$ cat src/verilog/gsr_params.svh
`ifndef GSR_PARAMS_SVH
`define GSR_PARAMS_SVH
// bus target address, 7 bits
`define GSR_BASE_ADDR 7'h30
// warm-restart register address inside the device
`define GSR_WARM_RST_REG 8'h88
// sleep delay default in microseconds
`define GSR_SLEEP_DELAY_US 20000
`define GSR_CLK_MHZ 100
// warm reset pulse length in cycles
`define GSR_WARM_RST_CYC 4'h8
// bit position of the warm-restart flag in the interface state word
`define GSR_STATE_WARM_RST_BIT 27
`define GSR_STATE_BUSY_BIT 31
`endif

$ cat src/verilog/gsr_pkg.sv
`default_nettype none
package gsr_pkg;
   typedef enum logic [2:0] {
      GSR_ACTIVE,
      GSR_COUNTDOWN,
      GSR_GO_SLEEP,
      GSR_SLEEP
   } gsr_state_type;
endpackage : gsr_pkg
`default_nettype wire

$ cat src/verilog/gsr_ctrl.sv
// Contract
// - Any write to the warm-restart register, whatever its data, causes a warm reset.
// - The warm-restart register is optional and its presence shows as a state word flag; the flag reads 0 until the first clock after reset.
// - Once idle the device starts counting down the configurable sleep delay.
// - When the countdown expires the device enters the go-to-sleep procedure.
// - Sleep is entered only once idle tasks are done and no command is pending.
// - While sleeping the device wakes as soon as its own address is seen on the bus.
// - The default target address is 0x30 and that address wakes the device.
`timescale 1ns/1ns
`default_nettype none
`include "gsr_params.svh"
module gsr_ctrl #(
   parameter int SLEEP_DELAY_CYC = `GSR_SLEEP_DELAY_US * `GSR_CLK_MHZ,
   parameter bit WARM_RST_PRESENT = 1'b1,
   parameter logic [6:0] TARGET_ADDR = `GSR_BASE_ADDR
) (
   // clock and reset
   input wire logic i_sys_clk,
   input wire logic i_arst_n,
   // serial bus pins
   input wire logic i_scl,
   input wire logic i_sda,
   // device core status
   input wire logic i_cmd_pending,
   input wire logic i_idle_tasks_busy,
   // decoded register write from the transport
   input wire logic i_reg_wr,
   input wire logic [7:0] i_reg_addr,
   // outputs
   output logic o_warm_reset,
   output logic o_sleep,
   output logic [31:0] o_state_word,
   output gsr_pkg::gsr_state_type o_state
);
   import gsr_pkg::*;

   // ----------------------------------------
   // pin synchronisers
   // ----------------------------------------
   logic scl_s;
   logic sda_s;
   gsr_sync u_scl (
      .i_sys_clk(i_sys_clk),
      .i_arst_n(i_arst_n),
      .i_pin(i_scl),
      .o_level(scl_s)
   );
   gsr_sync u_sda (
      .i_sys_clk(i_sys_clk),
      .i_arst_n(i_arst_n),
      .i_pin(i_sda),
      .o_level(sda_s)
   );

   // ----------------------------------------
   // address snoop for wake-up
   // ----------------------------------------
   // the bus is only watched, never driven here; a sleeping core
   // cannot ack, so waking on the address byte is enough
   logic scl_d_reg;
   logic sda_d_reg;
   logic [3:0] bit_cnt_reg;
   logic [7:0] shift_reg;
   logic in_frame_reg;
   logic addr_hit_reg;
   always_ff @(posedge i_sys_clk or negedge i_arst_n) begin
      if (!i_arst_n) begin
         scl_d_reg <= 1'b1;
         sda_d_reg <= 1'b1;
      end else begin
         scl_d_reg <= scl_s;
         sda_d_reg <= sda_s;
      end
   end
   wire start_det = scl_s && scl_d_reg && sda_d_reg && !sda_s;
   wire stop_det = scl_s && scl_d_reg && !sda_d_reg && sda_s;
   wire scl_rise = scl_s && !scl_d_reg;
   wire [7:0] shift_next = {shift_reg[6:0], sda_s};
   wire byte_done = in_frame_reg && scl_rise && (bit_cnt_reg == 4'h7);
   wire addr_match = byte_done && (shift_next[7:1] == TARGET_ADDR);
   always_ff @(posedge i_sys_clk or negedge i_arst_n) begin
      if (!i_arst_n) begin
         bit_cnt_reg <= 4'h0;
         shift_reg <= 8'h00;
         in_frame_reg <= 1'b0;
         addr_hit_reg <= 1'b0;
      end else begin
         addr_hit_reg <= addr_match;
         if (start_det) begin
            in_frame_reg <= 1'b1;
            bit_cnt_reg <= 4'h0;
         end else if (stop_det || byte_done) begin
            in_frame_reg <= 1'b0;
            bit_cnt_reg <= 4'h0;
            shift_reg <= shift_next;
         end else if (in_frame_reg && scl_rise) begin
            bit_cnt_reg <= bit_cnt_reg + 4'h1;
            shift_reg <= shift_next;
         end
      end
   end

   // ----------------------------------------
   // warm reset
   // ----------------------------------------
   // any data value
   wire warm_hit = WARM_RST_PRESENT && i_reg_wr && (i_reg_addr == `GSR_WARM_RST_REG);
   logic [3:0] wr_cnt_reg;
   always_ff @(posedge i_sys_clk or negedge i_arst_n) begin
      if (!i_arst_n) begin
         wr_cnt_reg <= 4'h0;
         o_warm_reset <= 1'b0;
      end else begin
         if (warm_hit) begin
            wr_cnt_reg <= `GSR_WARM_RST_CYC;
         end else if (wr_cnt_reg != 4'h0) begin
            wr_cnt_reg <= wr_cnt_reg - 4'h1;
         end
         o_warm_reset <= warm_hit || (wr_cnt_reg > 4'h1);
      end
   end

   // ----------------------------------------
   // sleep state machine
   // ----------------------------------------
   gsr_state_type state_reg;
   gsr_state_type state_next;
   logic [31:0] dly_reg;
   wire busy = i_cmd_pending || i_reg_wr || o_warm_reset;
   wire dly_done = (dly_reg == 32'h0000_0001);
   always_comb begin
      state_next = state_reg;
      case (state_reg)
         GSR_ACTIVE: begin
            if (!busy) begin
               state_next = GSR_COUNTDOWN;
            end
         end
         GSR_COUNTDOWN: begin
            if (busy) begin
               state_next = GSR_ACTIVE;
            end else if (dly_done) begin
               state_next = GSR_GO_SLEEP;
            end
         end
         GSR_GO_SLEEP: begin
            if (busy) begin
               state_next = GSR_ACTIVE;
            end else if (!i_idle_tasks_busy) begin
               state_next = GSR_SLEEP;
            end
         end
         GSR_SLEEP: begin
            if (addr_hit_reg || busy) begin
               state_next = GSR_ACTIVE;
            end
         end
         default: begin
            state_next = GSR_ACTIVE;
         end
      endcase
   end
   always_ff @(posedge i_sys_clk or negedge i_arst_n) begin
      if (!i_arst_n) begin
         state_reg <= GSR_ACTIVE;
         dly_reg <= 32'h0000_0000;
         o_sleep <= 1'b0;
         o_state <= GSR_ACTIVE;
         o_state_word <= 32'h0000_0000;
      end else begin
         state_reg <= state_next;
         o_state <= state_next;
         o_sleep <= (state_next == GSR_SLEEP);
         if (state_next == GSR_COUNTDOWN && state_reg != GSR_COUNTDOWN) begin
            dly_reg <= 32'(SLEEP_DELAY_CYC);
         end else if (dly_reg != 32'h0000_0000) begin
            dly_reg <= dly_reg - 32'h0000_0001;
         end
         o_state_word <= 32'h0000_0000;
         o_state_word[`GSR_STATE_WARM_RST_BIT] <= WARM_RST_PRESENT;
         o_state_word[`GSR_STATE_BUSY_BIT] <= i_cmd_pending;
      end
   end

   // ----------------------------------------
   // checks
   // ----------------------------------------
   // full pulse length, retrigger only lengthens it
   chk_warm_rst_pulse: assert property (
      @(posedge i_sys_clk) disable iff (!i_arst_n)
      warm_hit |=> o_warm_reset[*8])
      else $error("warm reset pulse too short");
   chk_wake_addr: assert property (
      @(posedge i_sys_clk) disable iff (!i_arst_n)
      (state_reg == GSR_SLEEP && addr_hit_reg) |=> !o_sleep)
      else $error("no wake on own address");
   chk_sleep_gate: assert property (
      @(posedge i_sys_clk) disable iff (!i_arst_n)
      (state_reg == GSR_GO_SLEEP && i_idle_tasks_busy) |=> !o_sleep)
      else $error("slept with idle tasks busy");
   chk_abandon_cmd: assert property (
      @(posedge i_sys_clk) disable iff (!i_arst_n)
      (state_reg == GSR_COUNTDOWN && busy) |=> state_reg == GSR_ACTIVE)
      else $error("countdown not abandoned");
   chk_expiry_to_proc: assert property (
      @(posedge i_sys_clk) disable iff (!i_arst_n)
      (state_reg == GSR_COUNTDOWN && dly_done && !busy) |=> state_reg == GSR_GO_SLEEP)
      else $error("expiry did not enter procedure");
   chk_idle_start: assert property (
      @(posedge i_sys_clk) disable iff (!i_arst_n)
      (state_reg == GSR_ACTIVE && !busy) |=> (state_reg == GSR_COUNTDOWN) && dly_reg != 0)
      else $error("countdown not started");
   chk_present_flag: assert property (
      @(posedge i_sys_clk) disable iff (!i_arst_n)
      $past(i_arst_n) |-> o_state_word[`GSR_STATE_WARM_RST_BIT] == WARM_RST_PRESENT)
      else $error("presence flag wrong");
   chk_no_pending: assert property (
      @(posedge i_sys_clk) disable iff (!i_arst_n)
      $rose(o_sleep) |-> !$past(i_cmd_pending))
      else $error("slept with command pending");
   cov_sleep: cover property (@(posedge i_sys_clk) disable iff (!i_arst_n) $rose(o_sleep));
   cov_wake: cover property (@(posedge i_sys_clk) disable iff (!i_arst_n) $fell(o_sleep));
   cov_warm: cover property (@(posedge i_sys_clk) disable iff (!i_arst_n) $rose(o_warm_reset));
endmodule : gsr_ctrl
`default_nettype wire

$ cat src/verilog/gsr_sync.sv
`timescale 1ns/1ns
`default_nettype none
// three-stage pin synchroniser; a change counts once stages two and three agree
module gsr_sync (
   // clock and reset
   input wire logic i_sys_clk,
   input wire logic i_arst_n,
   // pin side
   input wire logic i_pin,
   // clean side
   output logic o_level
);
   logic s1_reg;
   logic s2_reg;
   logic s3_reg;
   always_ff @(posedge i_sys_clk or negedge i_arst_n) begin
      if (!i_arst_n) begin
         s1_reg <= 1'b1;
         s2_reg <= 1'b1;
         s3_reg <= 1'b1;
         o_level <= 1'b1;
      end else begin
         s1_reg <= i_pin;
         s2_reg <= s1_reg;
         s3_reg <= s2_reg;
         if (s2_reg == s3_reg) begin
            o_level <= s3_reg;
         end
      end
   end
endmodule : gsr_sync
`default_nettype wire
$ cat config.mk
export PLATFORM = sky130hd
export DESIGN_NAME = gsr_ctrl
export DESIGN_NICKNAME = d
export VERILOG_FILES = /design/src/verilog/gsr_pkg.sv /design/src/verilog/gsr_ctrl.sv /design/src/verilog/gsr_sync.sv
export VERILOG_INCLUDE_DIRS = /design/src /design/src/verilog
export SDC_FILE = /design/constraint.sdc
export NUM_CORES = 1
export LEC_CHECK = 0
export ABC_AREA = 1
export ABC_CLOCK_PERIOD_IN_PS = 3800
export BUFFER_PORTS_ARGS = -buffer_cell sky130_fd_sc_hd__buf_2
export CORE_ASPECT_RATIO = 2
export CORE_UTILIZATION = 62
export CTS_CLUSTER_SIZE = 8
export DETAILED_ROUTE_END_ITERATION = 12
export GPL_TIMING_DRIVEN = 0
export PLACE_DENSITY = 0.85
export SLEW_MARGIN = 10
export SYNTH_ARGS = -nofsm -noshare
export SYNTH_HDL_FRONTEND = slang
export SYNTH_SLANG_ARGS = --single-unit
$ cat constraint.sdc
create_clock -name i_sys_clk -period 3.8 [get_ports i_sys_clk]
set_clock_uncertainty 0.1 [all_clocks]
set_input_delay 0.57 -clock i_sys_clk [delete_from_list [all_inputs] [get_ports i_sys_clk]]
set_output_delay 0.57 -clock i_sys_clk [all_outputs]
set_load 0.02 [all_outputs]
=== Yosys cells after proc, flatten, opt, wreduce, memory -nomap -nowiden ===
Index checks and enable logic that the tools add are counted.

* Flip-flop bits (word level): 66
* Input bits: 15
* Output and inout bits: 37

* Add/subtract/negate cells: 3
* Order comparisons: 1
* Equality and inequality tests: 12
* Multiplexer cells: 18
* Bitwise logic cells: 1
* Reduce and logical (&&, ||, !) cells: 28

{| class="wikitable"
|+ Operator list
! cell !! number
|-
| 32-bit two-way mux || 2
|-
| 32-bit by 1-bit equality test with 1-bit output, second input constant || 1
|-
| 32-bit nonzero test || 1
|-
| 32-bit by 1-bit subtractor with 32-bit output, second input constant || 1
|-
| 4-bit two-way mux || 5
|-
| 3-bit two-way mux || 6
|-
| 7-bit two-way mux || 2
|-
| 3-bit one-hot mux with 4 select lines || 1
|-
| 1-bit logical AND || 11
|-
| 3-bit by 2-bit equality test with 1-bit output, second input constant || 3
|-
| 8-bit equality test, second input constant || 1
|-
| 2-bit nonzero test || 4
|-
| 7-bit by 6-bit equality test with 1-bit output, second input constant || 1
|-
| 3-bit by 1-bit equality test with 1-bit output, second input constant || 2
|-
| 1-bit logical OR || 5
|-
| 4-bit by 1-bit adder with 4-bit output, second input constant || 1
|-
| 4-bit by 3-bit equality test with 1-bit output, second input constant || 1
|-
| 4-bit by 1-bit > comparator with 1-bit output, second input constant || 1
|-
| 4-bit nonzero test || 1
|-
| 4-bit by 1-bit subtractor with 4-bit output, second input constant || 1
|-
| 1-bit zero test || 3
|-
| 3-bit zero test || 1
|-
| 3-bit by 1-bit != test with 1-bit output, second input constant || 1
|-
| 3-bit nonzero test || 1
|-
| 4 further kinds || 6
|}

=== Longest topological paths before layout ===
* Depth in word-level cells: 8
* Mapped depth: 10
* Gate-level depth less buffers: 10

=== Hierarchy ===
Synthesis repeated with hierarchy kept, for this count alone.

* Cells, all modules: 481
* Area total of the unflattened synthesis: 3821.2 um^2

{| class="wikitable"
|+ Modules (own cells, without submodules)
! module !! instances !! cells each !! area each (um^2) !! sequential area each (um^2)
|-
| gsr_ctrl || 1 || 465 || 3578.4 || 1453.9
|-
| gsr_sync || 2 || 8 || 121.4 || 105.1
|}

=== Worst setup path before layout ===
OpenSTA, ideal clock, no wires.

* Path type: register -> register
* Start: register dly_reg[0]
* End: register dly_reg[11]
* Arrival time: 1416 ps
* Slack: 2155 ps
* Cell stages (with the launch flop): 11
* Path buffers: 1
* Period minus slack after synthesis: 1645 ps
* Path through: dfrtp_1 inv_1 ha_1 inv_1 nor3_1 nand2_1 nor2_2 nand3_4 inv_4 buf_12 nor3_2

* Longest elaborated chain between the ends: 7
* Elaborated cells between the ends (all ways): 11

{| class="wikitable"
|+ RTL lines
! item !! RTL line !! text
|-
| from (decl) || gsr_ctrl.sv:128 || <nowiki>logic [31:0] dly_reg;</nowiki>
|-
| from (signal assigned) || gsr_ctrl.sv:175 || <nowiki>dly_reg <= 32'(SLEEP_DELAY_CYC);</nowiki>
|-
| from (signal assigned) || gsr_ctrl.sv:177 || <nowiki>dly_reg <= dly_reg - 32'h0000_0001;</nowiki>
|-
| 32-bit by 1-bit equality test with 1-bit output || gsr_ctrl.sv:130 || <nowiki>wire dly_done = (dly_reg == 32'h0000_0001);</nowiki>
|-
| 3-bit two-way mux || gsr_ctrl.sv:142 || <nowiki>end else if (dly_done) begin</nowiki>
|-
| 3-bit two-way mux || gsr_ctrl.sv:140 || <nowiki>if (busy) begin</nowiki>
|-
| 3-bit one-hot mux with 4 select lines || gsr_ctrl.sv:133 || <nowiki>case (state_reg)</nowiki>
|-
| 3-bit by 1-bit equality test with 1-bit output || gsr_ctrl.sv:174 || <nowiki>if (state_next == GSR_COUNTDOWN && state_reg != GSR_COUNTDOWN) begin</nowiki>
|-
| 1-bit logical AND || gsr_ctrl.sv:174 ||
|-
| 32-bit two-way mux / 2-bit nonzero test (equally long branches) || n/a ||
|}

Parallel ways exist; a longest one is shown, timed or not. The select of a mux whose other input is x is not followed.
A chain may end at the register's enable or synchronous reset.

=== Worst setup path in the final report ===
* Start: register dly_reg[0]
* End: register dly_reg[16]

The elaborated chain is that of the path after synthesis.

==> summary.md <==
| Metric | Value |
|---|---|
| Ant diodes | 0 |
| Antenna violations before repair | 0 |
| Row cnt | 39 |
| Synth warnings | 0 |
| H-tree Lvls | 3 |
| Drt pass-1 iters | 8 |
| Tot GR Track Use | 29.83% |
| Final hold violation count | 0 |
| Largest net degree at the start of global routing | 67 |
| # resized after CTS | 0 |
| Reg clk slew, reported paths | 0.05 ns |
| Starting Density | 65.10% |
| Sw Ratio | 32.45% |
| Root buffer cell | clkbuf_16 |
| Critical path class | flop to flop |
| Final core utilization | 75.18% |
| Post-Synthesis Cells | 479 |
| Combinational power share | 24.7% |
| Remaining global-route overflow | 0 |
| Post-CTS setup buffers | 0 |
| Syn_area_per_cell | 7.826 µm² |
| Final setup TNS | 0 ns |
| Die height | 112.0 µm |
| Worst Hold Class | input port to asynchronous set/reset pin |
| Period minus WS final | 2.007 ns |
| Slew HR | 45.03% |
| Clk_lat worst skew | 0.33 ns |
| Critical path depth | 7 |
| Switching power | 771.1 µW |
| Total Routed Length | 8417 µm |
| Sequential Power Share | 43.0% |
| Most common cell after layout, fill and taps aside | nand2_1 |
| Area Growth Syn to Fin | 15.49% |
| Arr. time, crit path | 2.15 ns |
| Critical Path Source Type | flop |
| Routed wire length per instance | 13.87 µm |
| Clock sink total | 66 |
| Gpl congestion | 0.9335 |
| Cell internal pwr | 1.605 mW |
| Vias in the first global route | 3,309 |
| Met1 usage | 27.90% |
| CTS max path bufs | 2 |
| Met2 usage | 53.96% |
| Final worst-path cycle share | 52.81% |
| CP delay by family, top | simple AND/OR/NAND/NOR gates |
| Crit-path cells | inv_1, ha_1, nand2_1, nor2_1, nand2_1, xor2_1, nor3_2 |
| Max_cap viols | 0 |
| Buf/Inv on CP | 1 |
| Distinct cell type count after synthesis | 38 |
| CTS buffer count | 9 |
| CTS tree | yes |
| Peak VDD IR | 475.2 µV |
| Final #Nets | 563 |
| CP peak stage delay | 0.42 ns |
| Final ANT Viol Nets | 0 |
| Failing checks | DRC |
| DIE WIDTH | 56.98 µm |
| Die ar. | 0.006380 mm² |
| Commonest non-fill, non-tap cells in the layout | nand2_1 (103), nor2_1 (89), dfrtp_1 (56) |
| Critical Path RT | 3.95 ns |
| Worst Setup End Kind | flop |
| Core footprint | 0.005758 mm² |
| Status | finished with violations |
| Clk pwr share | 32.3% |
| Worst r2r path cells | 7 |
| Setup violators final | 0 |
| Least-Margin Pin Slew | 0.8246 ns |
| # DRC | 2 |
| Initial DRC Count | 129 |
| PortBufs | 21 |
| Most frequent CP cell | nand2_1 |
| Dpl hpwl | 6282 µm |
| GRT Max-Usage Layer | met2 |
| Seq/Total Area, Yosys | 44.39% |
| Pwr dens | 548.9 mW/mm² |
| P_leak | 2.232 nW |
| Io pins | 52 |
| Hold WS | 0.2209 ns |
| Number of flip-flops in the largest register | 32 |
| Total number of vias | 3,159 |
| Slowest cell on the critical path | dfrtp_1 |
| Layout cells sized above 1 | 17.58% |
| First-pass GRT wire length | 14,190 µm |
| Max Slew Vio Count | 0 |
| Max Clk Rate | 498.3 MHz |
| Vias per Instance | 5.204 |
| M3 GR Usage | 7.201% |
| Yosys reg bits | 66 |
| Critical Path Fanout Max | 7 |
| RSZ-0062 raised after global routing | false |
| Mapped cell area | 0.003749 mm² |
| Post-cts hold buffer count | 0 |
[path summary, 6_finish.rpt]
check	from	endpoint	slack [ns]
min	i_arst_n	o_sleep$_DFF_PN0_	0.22
max reg2reg	dly_reg[0]$_DFFE_PN0P_	dly_reg[16]$_DFFE_PN0P_	1.79
max	dly_reg[0]$_DFFE_PN0P_	dly_reg[16]$_DFFE_PN0P_	1.79
max in group asynchronous	i_arst_n	wr_cnt_reg[0]$_DFFE_PN0P_	2.81
min reg2reg	u_sda.s1_reg$_DFF_PN1_	u_sda.s2_reg$_DFF_PN1_	0.25
min in group i_sys_clk	i_sda	u_sda.s1_reg$_DFF_PN1_	0.24
[logic make-up (layout without fill, tap and decap cells)]
family	Yosys count	count (layout)	share of synthesized area, %
compound gates	27	27	4.006
xor+xnor	12	12	2.804
fa+ha+maj	9	9	2.870
buf+inv	90	127	12.75
flops	66	66	44.39
other cells	2	32	0.2003
simple gates	273	273	32.98
[worst register-to-register path, delay by kind of cell (launching register included)]
family        cells  cell delay [ns]
xor+xnor          1             0.16
fa+ha+maj         1             0.32
buf+inv           1             0.17
simple gates      4             0.76
flops             1             0.42
[synthesized netlist by cell type, drive strengths merged]
master	number	area [µm²]
a21boi	1	7.510
a21oi	1	5.000
a31oi	1	6.260
and2	3	18.77
buf	33	261.5
clkbuf	2	7.510
clkinv	1	3.750
conb	2	7.510
dfrtp	56	1401
dfstp	10	262.8
ha	7	87.58
inv	54	205.2
maj3	2	20.02
nand2	103	386.6
nand3	41	217.7
nand3b	1	7.510
nand4	11	83.83
nor2	92	352.8
nor3	16	131.4
nor4	1	6.260
o211ai	3	22.52
o21ai	19	95.09
o21bai	1	7.510
o22ai	1	6.260
or2	5	31.28
xnor2	2	17.52
xor2	10	87.58
[per-layer routing]
metal,up-vias,routed length (µm)
li1,1577,-
met1,1472,2913
met2,73,4725
met3,37,288
met4,0,489
met5,-,0
[cell type report]
cell class / count / area [µm²]
plain buffers: 35 / 269.0
clock buffers: 14 / 274.0
clock inverters: 2 / 10.01
fillers: 454 / 1429
inverters: 55 / 209.0
multi-input cells: 353 / 1719
flip-flops and latches: 66 / 1664
well taps: 61 / 76.32
repair buffers: 21 / 107.6
[power by group through the flow]
| stage | combinational (mW) | sequential [mW] | clock (mW) |
|---|---|---|---|
| after CTS | 0.590 | 1.02 | 0.781 |
| after global placement | 0.557 | 1.02 | 0 |
| final | 0.587 | 1.02 | 0.768 |
| after detailed placement | 0.583 | 1.02 | 0 |
| after global routing | 0.681 | 1.04 | 0.808 |
| after floorplan | 0.463 | 0.992 | 0 |
[metrics by stage]
stage | power, mW | cells | setup WS, ns | cell area, µm²
final | 2.376 | 607 | 1.793 | 4329
after global routing | 2.526 | 607 | 1.638 | 4329
after CTS | 2.386 | 607 | 1.813 | 4329
after detailed placement | 1.605 | 591 | 1.781 | 4045
after global placement | 1.576 | 591 | 1.808 | 4043
after floorplan | 1.456 | 509 | 2.155 | 3861
Power figures use the tool's default switching activity.
